`config.mk`:
```
export PLATFORM = sky130hd
export DESIGN_NAME = dtd_decoder
export DESIGN_NICKNAME = d
export VERILOG_FILES = /design/src/dtd_pkg.sv /design/src/dtd_decoder.sv
export SDC_FILE = /design/constraint.sdc
export NUM_CORES = 1
export LEC_CHECK = 0
export ABC_AREA = 0
export BUFFER_PORTS_ARGS = -buffer_cell sky130_fd_sc_hd__buf_2
export CORE_MARGIN = 2
export CORE_UTILIZATION = 30
export CTS_CLUSTER_DIAMETER = 150
export DETAILED_ROUTE_END_ITERATION = 12
export MAX_ROUTING_LAYER = met4
export PLACE_DENSITY_LB_ADDON = 0.25
export SYNTH_ARGS = -nofsm -noshare
export SYNTH_HDL_FRONTEND = slang
export SYNTH_SLANG_ARGS = --single-unit
```
`constraint.sdc`:
```
create_clock -name clk -period 2.1 [get_ports clk]
set_input_delay 0.21 -clock clk [delete_from_list [all_inputs] [get_ports clk]]
set_output_delay 0.21 -clock clk [all_outputs]
set_load 0.01 [all_outputs]
```
`src/dtd_pkg.sv`:
```
// shared constants and types for the data transfer opcode decoder
package dtd_pkg;
	// ----------------------------------------
	// opcode bytes, and the high six bits of add with carry
	// ----------------------------------------
	localparam logic [7:0] OPC_SEG_LOAD = 8'h8E;
	localparam logic [7:0] OPC_SEG_STORE = 8'h8C;
	localparam logic [7:0] OPC_TABLE_TRANSLATE_OP_BYTE = 8'hD7;
	localparam logic [7:0] OPC_EFF_ADDR = 8'h8D;
	localparam logic [7:0] OPC_FAR_DATA = 8'hC5;
	localparam logic [7:0] OPC_FAR_EXTRA = 8'hC4;
	localparam logic [7:0] OPC_FLAGS_TO_AH = 8'h9F;
	localparam logic [7:0] OPC_AH_TO_FLAGS = 8'h9E;
	localparam logic [5:0] OPC_ADC_HIGH = 6'h04;
	// ----------------------------------------
	// field positions
	// ----------------------------------------
	localparam int W_BIT = 0;
	localparam int D_BIT = 1;
	localparam int SEG_ZERO_BIT = 5;

	typedef enum logic [3:0] {
		DTD_OP_NONE = 4'h0,
		DTD_OP_MOVE_TO_SEG = 4'h1,
		DTD_OP_MOVE_FROM_SEG = 4'h2,
		DTD_OP_TABLE_TRANSLATE = 4'h3,
		DTD_OP_LOAD_EFF_ADDR = 4'h4,
		DTD_OP_LOAD_FAR_DATA_SEG = 4'h5,
		DTD_OP_LOAD_FAR_EXTRA_SEG = 4'h6,
		DTD_OP_FLAGS_TO_ACC_HIGH = 4'h7,
		DTD_OP_ACC_HIGH_TO_FLAGS = 4'h8,
		DTD_OP_ADD_CARRY = 4'h9,
		DTD_OP_ILLEGAL = 4'hF
	} dtd_op_t;

	typedef enum logic [0:0] {
		DTD_ST_OPCODE = 1'b0,
		DTD_ST_MODRM = 1'b1
	} dtd_state_t;

	typedef struct packed {
		dtd_op_t op;
		logic word_op;
		logic reg_is_dest;
		logic [1:0] mode;
		logic [2:0] reg_field;
		logic [2:0] rm_field;
		logic [7:0] opcode;
	} dtd_decode_t;
endpackage

```
`src/dtd_decoder.sv`:
```
// decoder for data transfer opcodes and the register/memory form of add with carry
`timescale 1ns/1ps
`default_nettype none

// What this block does
// RQ1 - 8E with mode bit5 zero: load segment
// RQ2 - 8C with mode bit5 zero: store segment
// RQ3 - D7 alone: table translate into low accumulator
// RQ4 - 8D plus modrm: load effective address
// RQ5 - C5 plus modrm: far pointer, data segment
// RQ6 - C4 plus modrm: far pointer, extra segment
// RQ7 - 9F alone: flags into high accumulator
// RQ8 - 9E alone: high accumulator into flags
// RQ9 - 000100dw plus modrm: add with carry
// RQ10 - w zero byte, one word operand
// RQ11 - d one makes reg field destination
module dtd_decoder
	import dtd_pkg::*;
(
	input wire logic clk,
	input wire logic rst_n,
	input wire logic [7:0] byte_in,
	input wire logic byte_valid,
	output logic byte_ready,
	output var dtd_decode_t decode,
	output logic decode_valid
);
	// ----------------------------------------
	// classification helpers
	// ----------------------------------------
	function automatic logic needs_modrm(input logic [7:0] opc);
		needs_modrm = (opc == OPC_SEG_LOAD) || (opc == OPC_SEG_STORE)
			|| (opc == OPC_EFF_ADDR) || (opc == OPC_FAR_DATA)
			|| (opc == OPC_FAR_EXTRA) || (opc[7:2] == OPC_ADC_HIGH);
	endfunction

	function automatic dtd_op_t single_op(input logic [7:0] opc);
		unique case (opc)
			OPC_TABLE_TRANSLATE_OP_BYTE: single_op = DTD_OP_TABLE_TRANSLATE; // [RQ3]
			OPC_FLAGS_TO_AH: single_op = DTD_OP_FLAGS_TO_ACC_HIGH; // [RQ7]
			OPC_AH_TO_FLAGS: single_op = DTD_OP_ACC_HIGH_TO_FLAGS; // [RQ8]
			default: single_op = DTD_OP_NONE;
		endcase
	endfunction

	// ----------------------------------------
	// state
	// ----------------------------------------
	dtd_state_t state, next_state;
	logic [7:0] held_opcode, next_held_opcode;
	dtd_decode_t next_decode;
	logic next_decode_valid;

	// always ready: one byte per clock, no stall is ever needed
	assign byte_ready = 1'b1;

	always_comb begin
		next_state = state;
		next_held_opcode = held_opcode;
		next_decode = decode;
		next_decode_valid = 1'b0;
		if (byte_valid) begin
			unique case (state)
				DTD_ST_OPCODE: begin
					if (needs_modrm(byte_in)) begin
						next_held_opcode = byte_in;
						next_state = DTD_ST_MODRM;
					end else begin
						next_decode = '0;
						next_decode.opcode = byte_in;
						next_decode.op = single_op(byte_in);
						// single-byte ops here all work on bytes
						next_decode_valid = 1'b1;
					end
				end
				DTD_ST_MODRM: begin
					next_state = DTD_ST_OPCODE;
					next_decode_valid = 1'b1;
					next_decode.opcode = held_opcode;
					next_decode.mode = byte_in[7:6];
					next_decode.reg_field = byte_in[5:3];
					next_decode.rm_field = byte_in[2:0];
					next_decode.word_op = 1'b1;
					next_decode.reg_is_dest = 1'b1;
					unique case (held_opcode)
						OPC_SEG_LOAD: begin
							// only four segment registers: bit5 set is illegal
							next_decode.op = byte_in[SEG_ZERO_BIT] ? DTD_OP_ILLEGAL
								: DTD_OP_MOVE_TO_SEG; // [RQ1]
						end
						OPC_SEG_STORE: begin
							next_decode.op = byte_in[SEG_ZERO_BIT] ? DTD_OP_ILLEGAL
								: DTD_OP_MOVE_FROM_SEG; // [RQ2]
							next_decode.reg_is_dest = 1'b0;
						end
						OPC_EFF_ADDR: next_decode.op = DTD_OP_LOAD_EFF_ADDR; // [RQ4]
						OPC_FAR_DATA: next_decode.op = DTD_OP_LOAD_FAR_DATA_SEG; // [RQ5]
						OPC_FAR_EXTRA: next_decode.op = DTD_OP_LOAD_FAR_EXTRA_SEG; // [RQ6]
						default: begin
							next_decode.op = DTD_OP_ADD_CARRY; // [RQ9]
							next_decode.word_op = held_opcode[W_BIT]; // [RQ10]
							next_decode.reg_is_dest = held_opcode[D_BIT]; // [RQ11]
						end
					endcase
				end
			endcase
		end
	end

	always_ff @(posedge clk) begin
		if (!rst_n) begin
			state <= DTD_ST_OPCODE;
			held_opcode <= 8'h00;
			decode <= '0;
			decode_valid <= 1'b0;
		end else begin
			state <= next_state;
			held_opcode <= next_held_opcode;
			decode <= next_decode;
			decode_valid <= next_decode_valid;
		end
	end
endmodule
`default_nettype wire

```
==> metrics, run 1 <==
Avg Synthesized Cell Area 8.63 sq um; startpoint types register; Chip Width 75.8 um; cell row count 26; Num CTS Buffers 5; clock skew 0.00385 ns; Netlist cell types 38; gr ovfl total 0; layout cells sized above 1 about a fifth; Reg clk slew, reported paths 0.07 ns; maxcap violations 0; boundary pin count 35; drt wl/cell 14.0 um; CTS resizes 0; antenna diode count 0; final routed DRC violation total 0; Starting Density 30.6%; Clk Latency, worst-skew pair 0.28 ns; Hold Fails Final Rpt 0; first-pass GRT wire length 6290 um; FF+latch count, synth 32; Final nets 217; Tmin final 1.69 ns; Area Overhead vs Synth 17.2%; vias after detailed routing 1374; arrival time at the worst endpoint 1.85 ns; Final Slew Violations 0; final period utilization 80.3%; CTS H-tree lvls 2; die area ~0.0057 sq mm; FMAX 593 MHz; register area share after synthesis 41.5%; die height 75.8 um; half-perimeter wire length after placement 2740 um; Max clock buf depth 2; root buffer cell clkbuf_8; Max VDD drop 0.307 mV; initial antenna violation count 0; IO buf count 33; post-CTS setup buffer count 0; status finished, final reports clean; CTS sink cnt 32; largest net degree at the start of global routing 28; First DRT Iteration DRCs 69; via/cell ratio 4.96; Setup CP Type register to register; post-layout power 1.29 mW; Pre-Repair DR Iteration Count 4; gr usage total between 10% and 20%; Synth warnings 0; DRT antenna net count 0; Core Box Area 0.00504 sq mm; hold path depth 3; CTS Hold Buffers Added 0; Gate Count Post-Synth roughly 180; Setup Viol. Count Final 0; CP Max Fanout 27; sequential cell area 641 sq um; TritonCTS clock tree yes; DRT Wirelength approximately 3900 um; Post-Syn Area around 0.0015 sq mm; GPL Wtd Cong 0.866; RSZ-0062 raised after global routing false; vias in the first global route 1276; Critical Path End Type register; Mapped Nets 190; Final Core Density 35.9%; Filler cells 545; Worst Reg2Reg Path Length in Cells 6; aggregate negative setup slack 0 ns; Static Leakage 0.794 nW; HP Class input port to register; footprint of the multi-input gates 793 sq um; Crit path required time 2.26 ns; power density over the cells 710 mW/mm^2
==> layout make-up <==
cell class,count,share of cell area [%]
Multi-Input combinational cell,129,43.8
Clock buffer,8,4.98
Sequential cell,32,35.4
Inverter,1,0.207
Timing Repair Buffer,37,10.8
Tap cell,70,4.84
==> path summary, 6_finish.rpt <==
path                            startpoint          to  slack [ns]
worst min-delay path            byte_in[7]  decode[15]        0.22
worst max register to register       state  decode[20]        0.41
worst max-delay path                 state  decode[20]        0.41
worst min register to register  decode[10]  decode[10]        0.44
==> through the flow <==
stage | area [sq um] | worst slack [ns] | cells | hold WS (ns)
after floorplan | 1550 | 0.565 | 179 | 0.352
after global placement | 1720 | 0.402 | 269 | 0.432
after global routing | 1810 | 0.249 | 277 | 0.222
after CTS | 1810 | 0.420 | 277 | 0.214
final | 1810 | 0.413 | 277 | 0.219
after detailed placement | 1720 | 0.367 | 269 | 0.436
==> synthesized netlist by cell type <==
library cell | count | share of area (%)
buf_1 | 2 | 0.49
o21bai_1 | 1 | 0.49
o21ai_1 | 10 | 3.2
o21ai_0 | 7 | 2.3
conb_1 | 1 | 0.24
nor3b_1 | 2 | 0.97
clkbuf_1 | 6 | 1.5
nand2_1 | 32 | 7.8
xnor2_1 | 1 | 0.57
nor3_1 | 1 | 0.32
o22ai_1 | 1 | 0.41
and2b_1 | 1 | 0.49
nand3_1 | 3 | 0.97
inv_1 | 1 | 0.24
nor2_1 | 7 | 1.7
o31ai_1 | 1 | 0.49
nand2b_1 | 5 | 2.0
a41oi_1 | 1 | 0.57
nor2b_1 | 1 | 0.41
nand4_1 | 12 | 4.9
o22a_1 | 1 | 0.57
o311ai_0 | 1 | 0.57
a21oi_1 | 5 | 1.6
nand3b_1 | 1 | 0.49
dfxtp_1 | 32 | 41
and3_1 | 1 | 0.41
a31oi_1 | 3 | 1.2
o211ai_1 | 1 | 0.49
mux2i_1 | 12 | 7.8
buf_2 | 2 | 0.65
o211a_1 | 11 | 7.1
nor3b_2 | 1 | 0.81
buf_6 | 4 | 2.9
o2111ai_1 | 1 | 0.57
buf_4 | 3 | 1.5
and2_1 | 2 | 0.81
nand4b_1 | 1 | 0.57
and3b_1 | 1 | 0.57
==> routing by layer <==
metal	share of wire [%]	track usage (%)	vias up
li1	-	-	697
met1	51	21.0	625
met2	43	21.5	41
met3	4.1	3.17	11
met4	1.8	6.04	0
met5	0	-	-
==> layout by cell type (no fill, tap or decap), drive strengths merged <==
cell	instances
o311ai	1
and3b	1
o211ai	1
nand3b	1
and3	1
o21bai	1
o22a	1
a31oi	3
o31ai	1
clkbuf	8
and2	2
o21ai	17
o2111ai	1
nor3	1
o22ai	1
nand2	32
inv	1
mux2i	12
conb	1
a21oi	5
nand4	12
buf	37
nand2b	5
xnor2	1
nand3	3
nor2b	1
o211a	11
nor3b	3
and2b	1
dfxtp	32
nand4b	1
a41oi	1
nor2	7
==> report_power, final <==
part | total, mW | leakage, nW | switching (mW) | internal [mW]
registers | 0.643 | 0.261 | 0.0126 | 0.630
logic | 0.159 | 0.487 | 0.0977 | 0.0614
clock network | 0.484 | 0.0455 | 0.217 | 0.267
==> state kept, by name, summed over array words and instances (netlist names) <==
signal	count
decode	22
decode_valid	1
held_opcode	8
state	1
==> cells by family (layout without fill, tap and decap cells) <==
| group | count (synthesis) | in the layout | synth area share [%] |
|---|---|---|---|
| AOI/OAI and AO/OA | 44 | 44 | 19.6 |
| xor gates and xnor gates | 1 | 1 | 0.567 |
| and+or+nand+nor | 71 | 71 | 23.2 |
| DFF | 32 | 32 | 41.5 |
| buffers and inverters | 18 | 46 | 7.21 |
| other | 1 | 1 | 0.243 |
| muxes | 12 | 12 | 7.77 |
==> worst max-delay path, stage by stage, from the launching register on <==
cell and delay [ns]:
dfxtp_1 0.36, nor3b_2 0.33, nand3b_1 0.15, o211a_1 0.24, buf_4 0.22, o21ai_0 0.21
a21oi_1 0.06
Note: power is estimated with default switching activity, not from simulation.
==> run 2: changes to the inputs <==
Settings changed: ABC_AREA 0 to 1.
Clock period 2.1 ns to 1.45 ns, I/O delays scaled along.
==> metrics, run 2 <==
initial antenna violation count 0 (unchanged); Starting Density 31.3% (was 30.6%); arrival time at the worst endpoint 1.51 ns (was 1.85 ns); register area share after synthesis 40.1% (was 41.5%); Reg clk slew, reported paths 0.07 ns (about the same); Area Overhead vs Synth 25.9% (was 17.2%); CP Max Fanout 3 (was 27); Chip Width 77.0 um (was 75.8 um); worst-case hold path end point decode[10] (was decode[15]); Post-synth EDFFs 0 (unchanged); Num CTS Buffers 5 (unchanged); Avg Synthesized Cell Area 6.79 sq um (was 8.63 sq um); maxcap violations 0 (unchanged); DRT antenna net count 0 (unchanged); Mapped Nets 246 (was 190); CTS Hold Buffers Added 0 (unchanged); Setup CP Type register to register (unchanged); M3 GR Usage 3.65% (was 3.17%); commonest cells in the synthesized netlist nand2_1 (62), dfxtp_1 (32), nand3_1 (30), nor2_1 (26), inv_1 (23) (was dfxtp_1 (32), nand2_1 (32), mux2i_1 (12), nand4_1 (12), o211a_1 (11)); HP Class input port to register (unchanged); Worst Reg2Reg Path Length in Cells 11 (was 6); FMAX 758 MHz (was 593 MHz); Final nets 289 (was 217); Max VDD drop 0.526 mV (was 0.307 mV); GPL Wtd Cong 0.856 (was 0.866); cell row count 26 (unchanged); half-perimeter wire length after placement 3180 um (was 2740 um); met1 layer usage reported by global route 20.4% (was 21.0%); Synth warnings 0 (unchanged); ys async rst share 0% (unchanged); root buffer cell clkbuf_8 (unchanged); Clk network pwr share 45.5% (was 37.6%); CTS H-tree lvls 2 (unchanged); status finished, final reports clean (unchanged); Tmin final 1.32 ns (was 1.69 ns); final routed DRC violation total 0 (unchanged); placed instance area 0.00188 sq mm (was 0.00172 sq mm); final instance area 0.00201 sq mm (was 0.00181 sq mm); most frequent cells in the layout nand2_1 (62), buf_2 (33), dfxtp_1 (32) (was buf_2 (33), nand2_1 (32), dfxtp_1 (32)); Gate Count Post-Synth 235 (was 179); worst reg2reg startpoint held_opcode[2] (was state); max reg flops 22 (unchanged); startpoint types register (unchanged); FF+latch count, synth 32 (unchanged); die height 77.0 um (was 75.8 um); RR Endpoint decode[21] (was decode[20]); Static Leakage 0.994 nW (was 0.794 nW); clock skew 0.00345 ns (was 0.00385 ns); Netlist cell types 29 (was 38); antenna diode count 0 (unchanged); min-delay src byte_in[2] (was byte_in[7]); Area contributors post-synth dfxtp_1 (40%), nand2_1 (15%), nand3_1 (9.4%) (was dfxtp_1 (41%), mux2i_1 (7.8%), nand2_1 (7.8%)); RSZ-0062 raised after global routing true (was false); Post-Synth Simple-Gate Area 40.2% (was 23.2%); sw power 492 uW (was 327 uW); gr usage total 15.5% (was 15.2%); TritonCTS clock tree yes (unchanged); proportion of synthesized area in mux cells 0% (was 7.77%); Setup Viol. Count Final 0 (unchanged); via/cell ratio 4.46 (was 4.96); Max clock buf depth 2 (unchanged); post-synthesis compound-gate area fraction 9.56% (was 19.6%); layout cells sized above 1 24.4% (was 21.3%); top_reg_cell synth dfxtp_1 (unchanged); largest family of logic cells by synthesized area simple AND/OR/NAND/NOR gates (unchanged); CTS sink cnt 32 (unchanged); Clk Latency, worst-skew pair 0.29 ns (was 0.28 ns); power density over the cells 1030 mW/mm^2 (was 710 mW/mm^2); post-layout power 2.08 mW (was 1.29 mW); Filler cells 563 (was 545); gr ovfl total 0 (unchanged); final period utilization 91.0% (was 80.3%); Critical Path Source held_opcode[2] (was state); synthesized-area fraction occupied by adder cells 0% (unchanged); share of the synthesized area in the top cell type 40.1% (was 41.5%); IO buf count 33 (unchanged); Comb pwr share 10.2% (was 12.4%); r2r setup slk 0.13 ns (was 0.41 ns); post-CTS setup buffer count 0 (unchanged); global route hottest layer met2 (unchanged); largest registers decode: 22 flops, held_opcode: 8 flops (unchanged); drt wl/cell 11.9 um (was 14.0 um); vias after detailed routing 1557 (was 1374); vias in the first global route 1493 (was 1276); net switching share of the total power 23.7% (was 25.4%); Core Box Area 0.00511 sq mm (was 0.00504 sq mm); First DRT Iteration DRCs 82 (was 69); DRT Wirelength 4160 um (was 3870 um); Post-Syn Area 0.00160 sq mm (was 0.00155 sq mm); Final Slew Violations 0 (unchanged); boundary pin count 35 (unchanged); XOR/XNOR share of the synthesized area 0% (was 0.567%); Pre-Repair DR Iteration Count 4 (unchanged); most common cell after layout, fill and taps aside nand2_1 (was buf_2); die area 0.00592 sq mm (was 0.00574 sq mm); top-count cell post-synth nand2_1; Hold Fails Final Rpt 0 (unchanged); Crit path required time 1.64 ns (was 2.26 ns); area leader, netlist dfxtp_1 (unchanged); Sequential Power Share 44.2% (was 50.0%); first-pass GRT wire length 7080 um (was 6290 um); CTS resizes 0 (unchanged); Biggest register decode (unchanged); Critical Path End Type register (unchanged); largest net degree at the start of global routing 25 (was 28); M2 GR Usage 22.3% (was 21.5%); hold path depth 3 (unchanged); Power Internal 1.58 mW (was 958 uW)
-- run 2: cell types whose count changed after synthesis, sizes merged, moves of 11 or more --
| cell | change |
|---|---|
| nor2 | +22 |
| nand3 | +27 |
| nand2 | +38 |
| inv | +23 |
| o211a | -11 |
| mux2i | -12 |
-- run 2: layout make-up --
cell class	count	area [sq um]	share of cell area, %
clock inverters	1	30.0	1.49
flip-flops and latches	32	641	31.9
multi-input cells	169	806	40.1
clock buffers	7	96.3	4.79
well taps	70	87.6	4.36
inverters	25	93.8	4.67
repair buffers	45	255	12.7
-- run 2: worst max path at each step --
stage                       to  slack, ns  cells after the start
floorplan           decode[18]       0.22                     11
global placement    decode[19]       0.02                     12
detailed placement   decode[4]       0.02                     12
CTS                 decode[21]       0.04                     11
global route        decode[19]      -0.02                     10
finish              decode[21]       0.13                     11
-- run 2: metal layers --
| layer | up-vias | wire, um |
|---|---|---|
| met3 | 8 | 187 |
| met5 | - | 0 |
| met1 | 669 | 2080 |
| li1 | 834 | - |
| met4 | 0 | 111 |
| met2 | 46 | 1780 |
-- run 2: logic make-up (layout without fill, tap and decap cells) --
logic type | count (synthesis) | after routing
and+or+nand+nor | 139 | 139
buffers and inverters | 34 | 78
AOI/OAI and AO/OA | 29 | 29
DFF | 32 | 32
other | 1 | 1
-- run 2: power by group through the flow --
stage / Clock [mW] / Sequential (mW) / Combinational, mW
3_3_place_gp: 0 / 0.939 / 0.213
4_1_cts: 0.965 / 0.919 / 0.214
6_report: 0.944 / 0.918 / 0.213
2_1_floorplan: 0 / 0.950 / 0.123
5_1_grt: 1.00 / 0.921 / 0.239
3_5_place_dp: 0 / 0.939 / 0.213
-- run 2: critical path: stages (launching register included) --
cell and delay [ns]:
dfxtp_1 0.35, nand2_1 0.06, inv_1 0.09, nand2_1 0.07, nor2_2 0.12, nand2_1 0.11, nand3_2 0.11, nand2_1 0.07
nand2_1 0.06, nand3_1 0.07, nand2_1 0.06, inv_1 0.03
-- run 2: metrics by stage --
stage                     TNS (ns)  cells  worst slack, ns  util [%]  hold slack [ns]
after floorplan                  0    235            0.224         -            0.255
after global routing       -0.0161    349          -0.0161      39.3            0.165
after global placement           0    341           0.0155      36.7            0.450
after detailed placement         0    341           0.0164      36.7            0.445
final                            0    349            0.130      39.3            0.152
after CTS                        0    349           0.0445      39.2            0.144
==> run 3: changes to the inputs <==
Clock period 1.45 ns to 1.51 ns, I/O delays scaled along.
==> metrics, run 3 (same netlist as run 2, synthesis figures left out) <==
Pre-Repair DR Iteration Count 4 (unchanged); Sequential Power Share 46.3% (was 44.2%); initial antenna violation count 0 (unchanged); FMAX 767 MHz (was 758 MHz); First DRT Iteration DRCs 112 (was 82); Clk Latency, worst-skew pair 0.29 ns (about the same); IO buf count 33 (unchanged); CTS Hold Buffers Added 0 (unchanged); Critical Path End Type register (unchanged); pre-CTS WS 0.0670 ns (was 0.0164 ns); GPL Wtd Cong 0.928 (was 0.856); DRT Wirelength 4110 um (was 4160 um); first-pass GRT wire length 7090 um (was 7080 um); Hold Fails Final Rpt 0 (unchanged); arrival time at the worst endpoint 1.53 ns (was 1.51 ns); worst reg2reg startpoint held_opcode[2] (unchanged); half-perimeter wire length after placement 3170 um (was 3180 um); Core Box Area 0.00511 sq mm (unchanged); Comb pwr share 10.3% (was 10.2%); root buffer cell clkbuf_8 (unchanged); TritonCTS clock tree yes (unchanged); antenna diode count 0 (unchanged); Final Core Density 38.3% (was 39.3%); clock skew 0.00495 ns (was 0.00345 ns); Reg clk slew, reported paths 0.07 ns (about the same); Critical Path Source held_opcode[2] (unchanged); vias in the first global route 1458 (was 1493); Final Slew Violations 0 (unchanged); RSZ-0062 raised after global routing false (was true); Final nets 284 (was 289); Max VDD drop 0.260 mV (was 0.526 mV); largest net degree at the start of global routing 25 (unchanged); largest registers decode: 22 flops, held_opcode: 8 flops (unchanged); power density over the cells 973 mW/mm^2 (was 1030 mW/mm^2); Max clock buf depth 2 (unchanged); Area Overhead vs Synth 22.6% (was 25.9%); cell row count 26 (unchanged); Num CTS Buffers 5 (unchanged); die area 0.00592 sq mm (unchanged); gr usage total 15.6% (was 15.5%); Crit path required time 1.74 ns (was 1.64 ns); Power Internal 1.42 mW (was 1.58 mW); Starting Density 31.3% (unchanged); vias after detailed routing 1571 (was 1557); Static Leakage 0.957 nW (was 0.994 nW); Biggest register decode (unchanged); HP Class input port to register (unchanged); net switching share of the total power 25.4% (was 23.7%); aggregate negative setup slack 0 ns (unchanged); Clk network pwr share 43.3% (was 45.5%); maxcap violations 0 (unchanged); DRT antenna net count 0 (unchanged); Chip Width 77.0 um (unchanged); boundary pin count 35 (unchanged); drt wl/cell 12.0 um (was 11.9 um); final routed DRC violation total 0 (unchanged); status finished, final reports clean (unchanged); via/cell ratio 4.57 (was 4.46); startpoint types register (unchanged); CP Max Fanout 4 (was 3); CTS H-tree lvls 2 (unchanged); final period utilization 86.3% (was 91.0%); most common cell after layout, fill and taps aside nand2_1 (unchanged); max reg flops 22 (unchanged); CTS sink cnt 32 (unchanged); layout cells sized above 1 23.4% (was 24.4%); min-delay src byte_in[7] (was byte_in[2]); Setup Viol. Count Final 0 (unchanged); Tmin final 1.30 ns (was 1.32 ns); most frequent cells in the layout nand2_1 (62), buf_2 (33), dfxtp_1 (31) (was nand2_1 (62), buf_2 (33), dfxtp_1 (32)); sw power 483 uW (was 492 uW); gr ovfl total 0 (unchanged); die height 77.0 um (unchanged); worst setup margin 0.206 ns (was 0.130 ns); Setup CP Type register to register (unchanged); Filler cells 551 (was 563)
[run 3: layer usage]
metal / GRT usage, % / routed length, um / up-vias
met1: 21.3 / 2040 / 689
met5: - / 0 / -
met4: 7.09 / 106 / 0
met3: 3.76 / 237 / 8
met2: 21.6 / 1730 / 48
li1: - / - / 826
[run 3: timing repair]
item,in CTS,in global routing
resized for setup,0,3
buffers inserted,0,0
endpoints found under the setup margin,0,5
[run 3: path summary, 6_finish.rpt]
kind                              endpoint  slack (ns)  depth (start not counted)
worst max register to register  decode[19]        0.21                         10
worst min register to register  decode[10]        0.46                          2
worst min-delay path            decode[15]        0.15                          3
worst max-delay path            decode[19]        0.21                         10
[run 3: final cells by class]
type | count | area, sq um | share of cell area, %
clock buffers | 5 | 68.8 | 3.51
clock inverters | 3 | 42.5 | 2.17
inverters | 25 | 93.8 | 4.79
multi-input cells | 169 | 806 | 41.2
flip-flops and latches | 32 | 642 | 32.8
well taps | 70 | 87.6 | 4.47
repair buffers | 40 | 218 | 11.1
[run 3: stage by stage]
stage | hold WS (ns) | area, sq um | power [mW] | std cells
2_1_floorplan | 0.261 | 1600 | 1.03 | 235
4_1_cts | 0.143 | 1950 | 1.92 | 344
3_3_place_gp | 0.453 | 1840 | 1.10 | 336
6_report | 0.148 | 1960 | 1.91 | 344
5_1_grt | 0.165 | 1960 | 1.99 | 344
3_5_place_dp | 0.451 | 1840 | 1.10 | 336
[run 3: power groups by stage]
stage,Combinational [mW],Sequential [mW],Clock (mW)
5_1_grt,0.222,0.885,0.883
4_1_cts,0.199,0.883,0.843
3_5_place_dp,0.198,0.902,0
2_1_floorplan,0.118,0.913,0
3_3_place_gp,0.199,0.902,0
6_report,0.197,0.883,0.825
[run 3: worst max-delay path: stages, from the launching register on]
cell	delay (ns)
dfxtp_2	0.36
nand2_1	0.05
inv_1	0.09
nand2_1	0.07
nor2_2	0.12
nand2_1	0.10
o21ai_0	0.16
nand2_1	0.07
nand2_1	0.06
nand2_1	0.05
a21oi_2	0.11
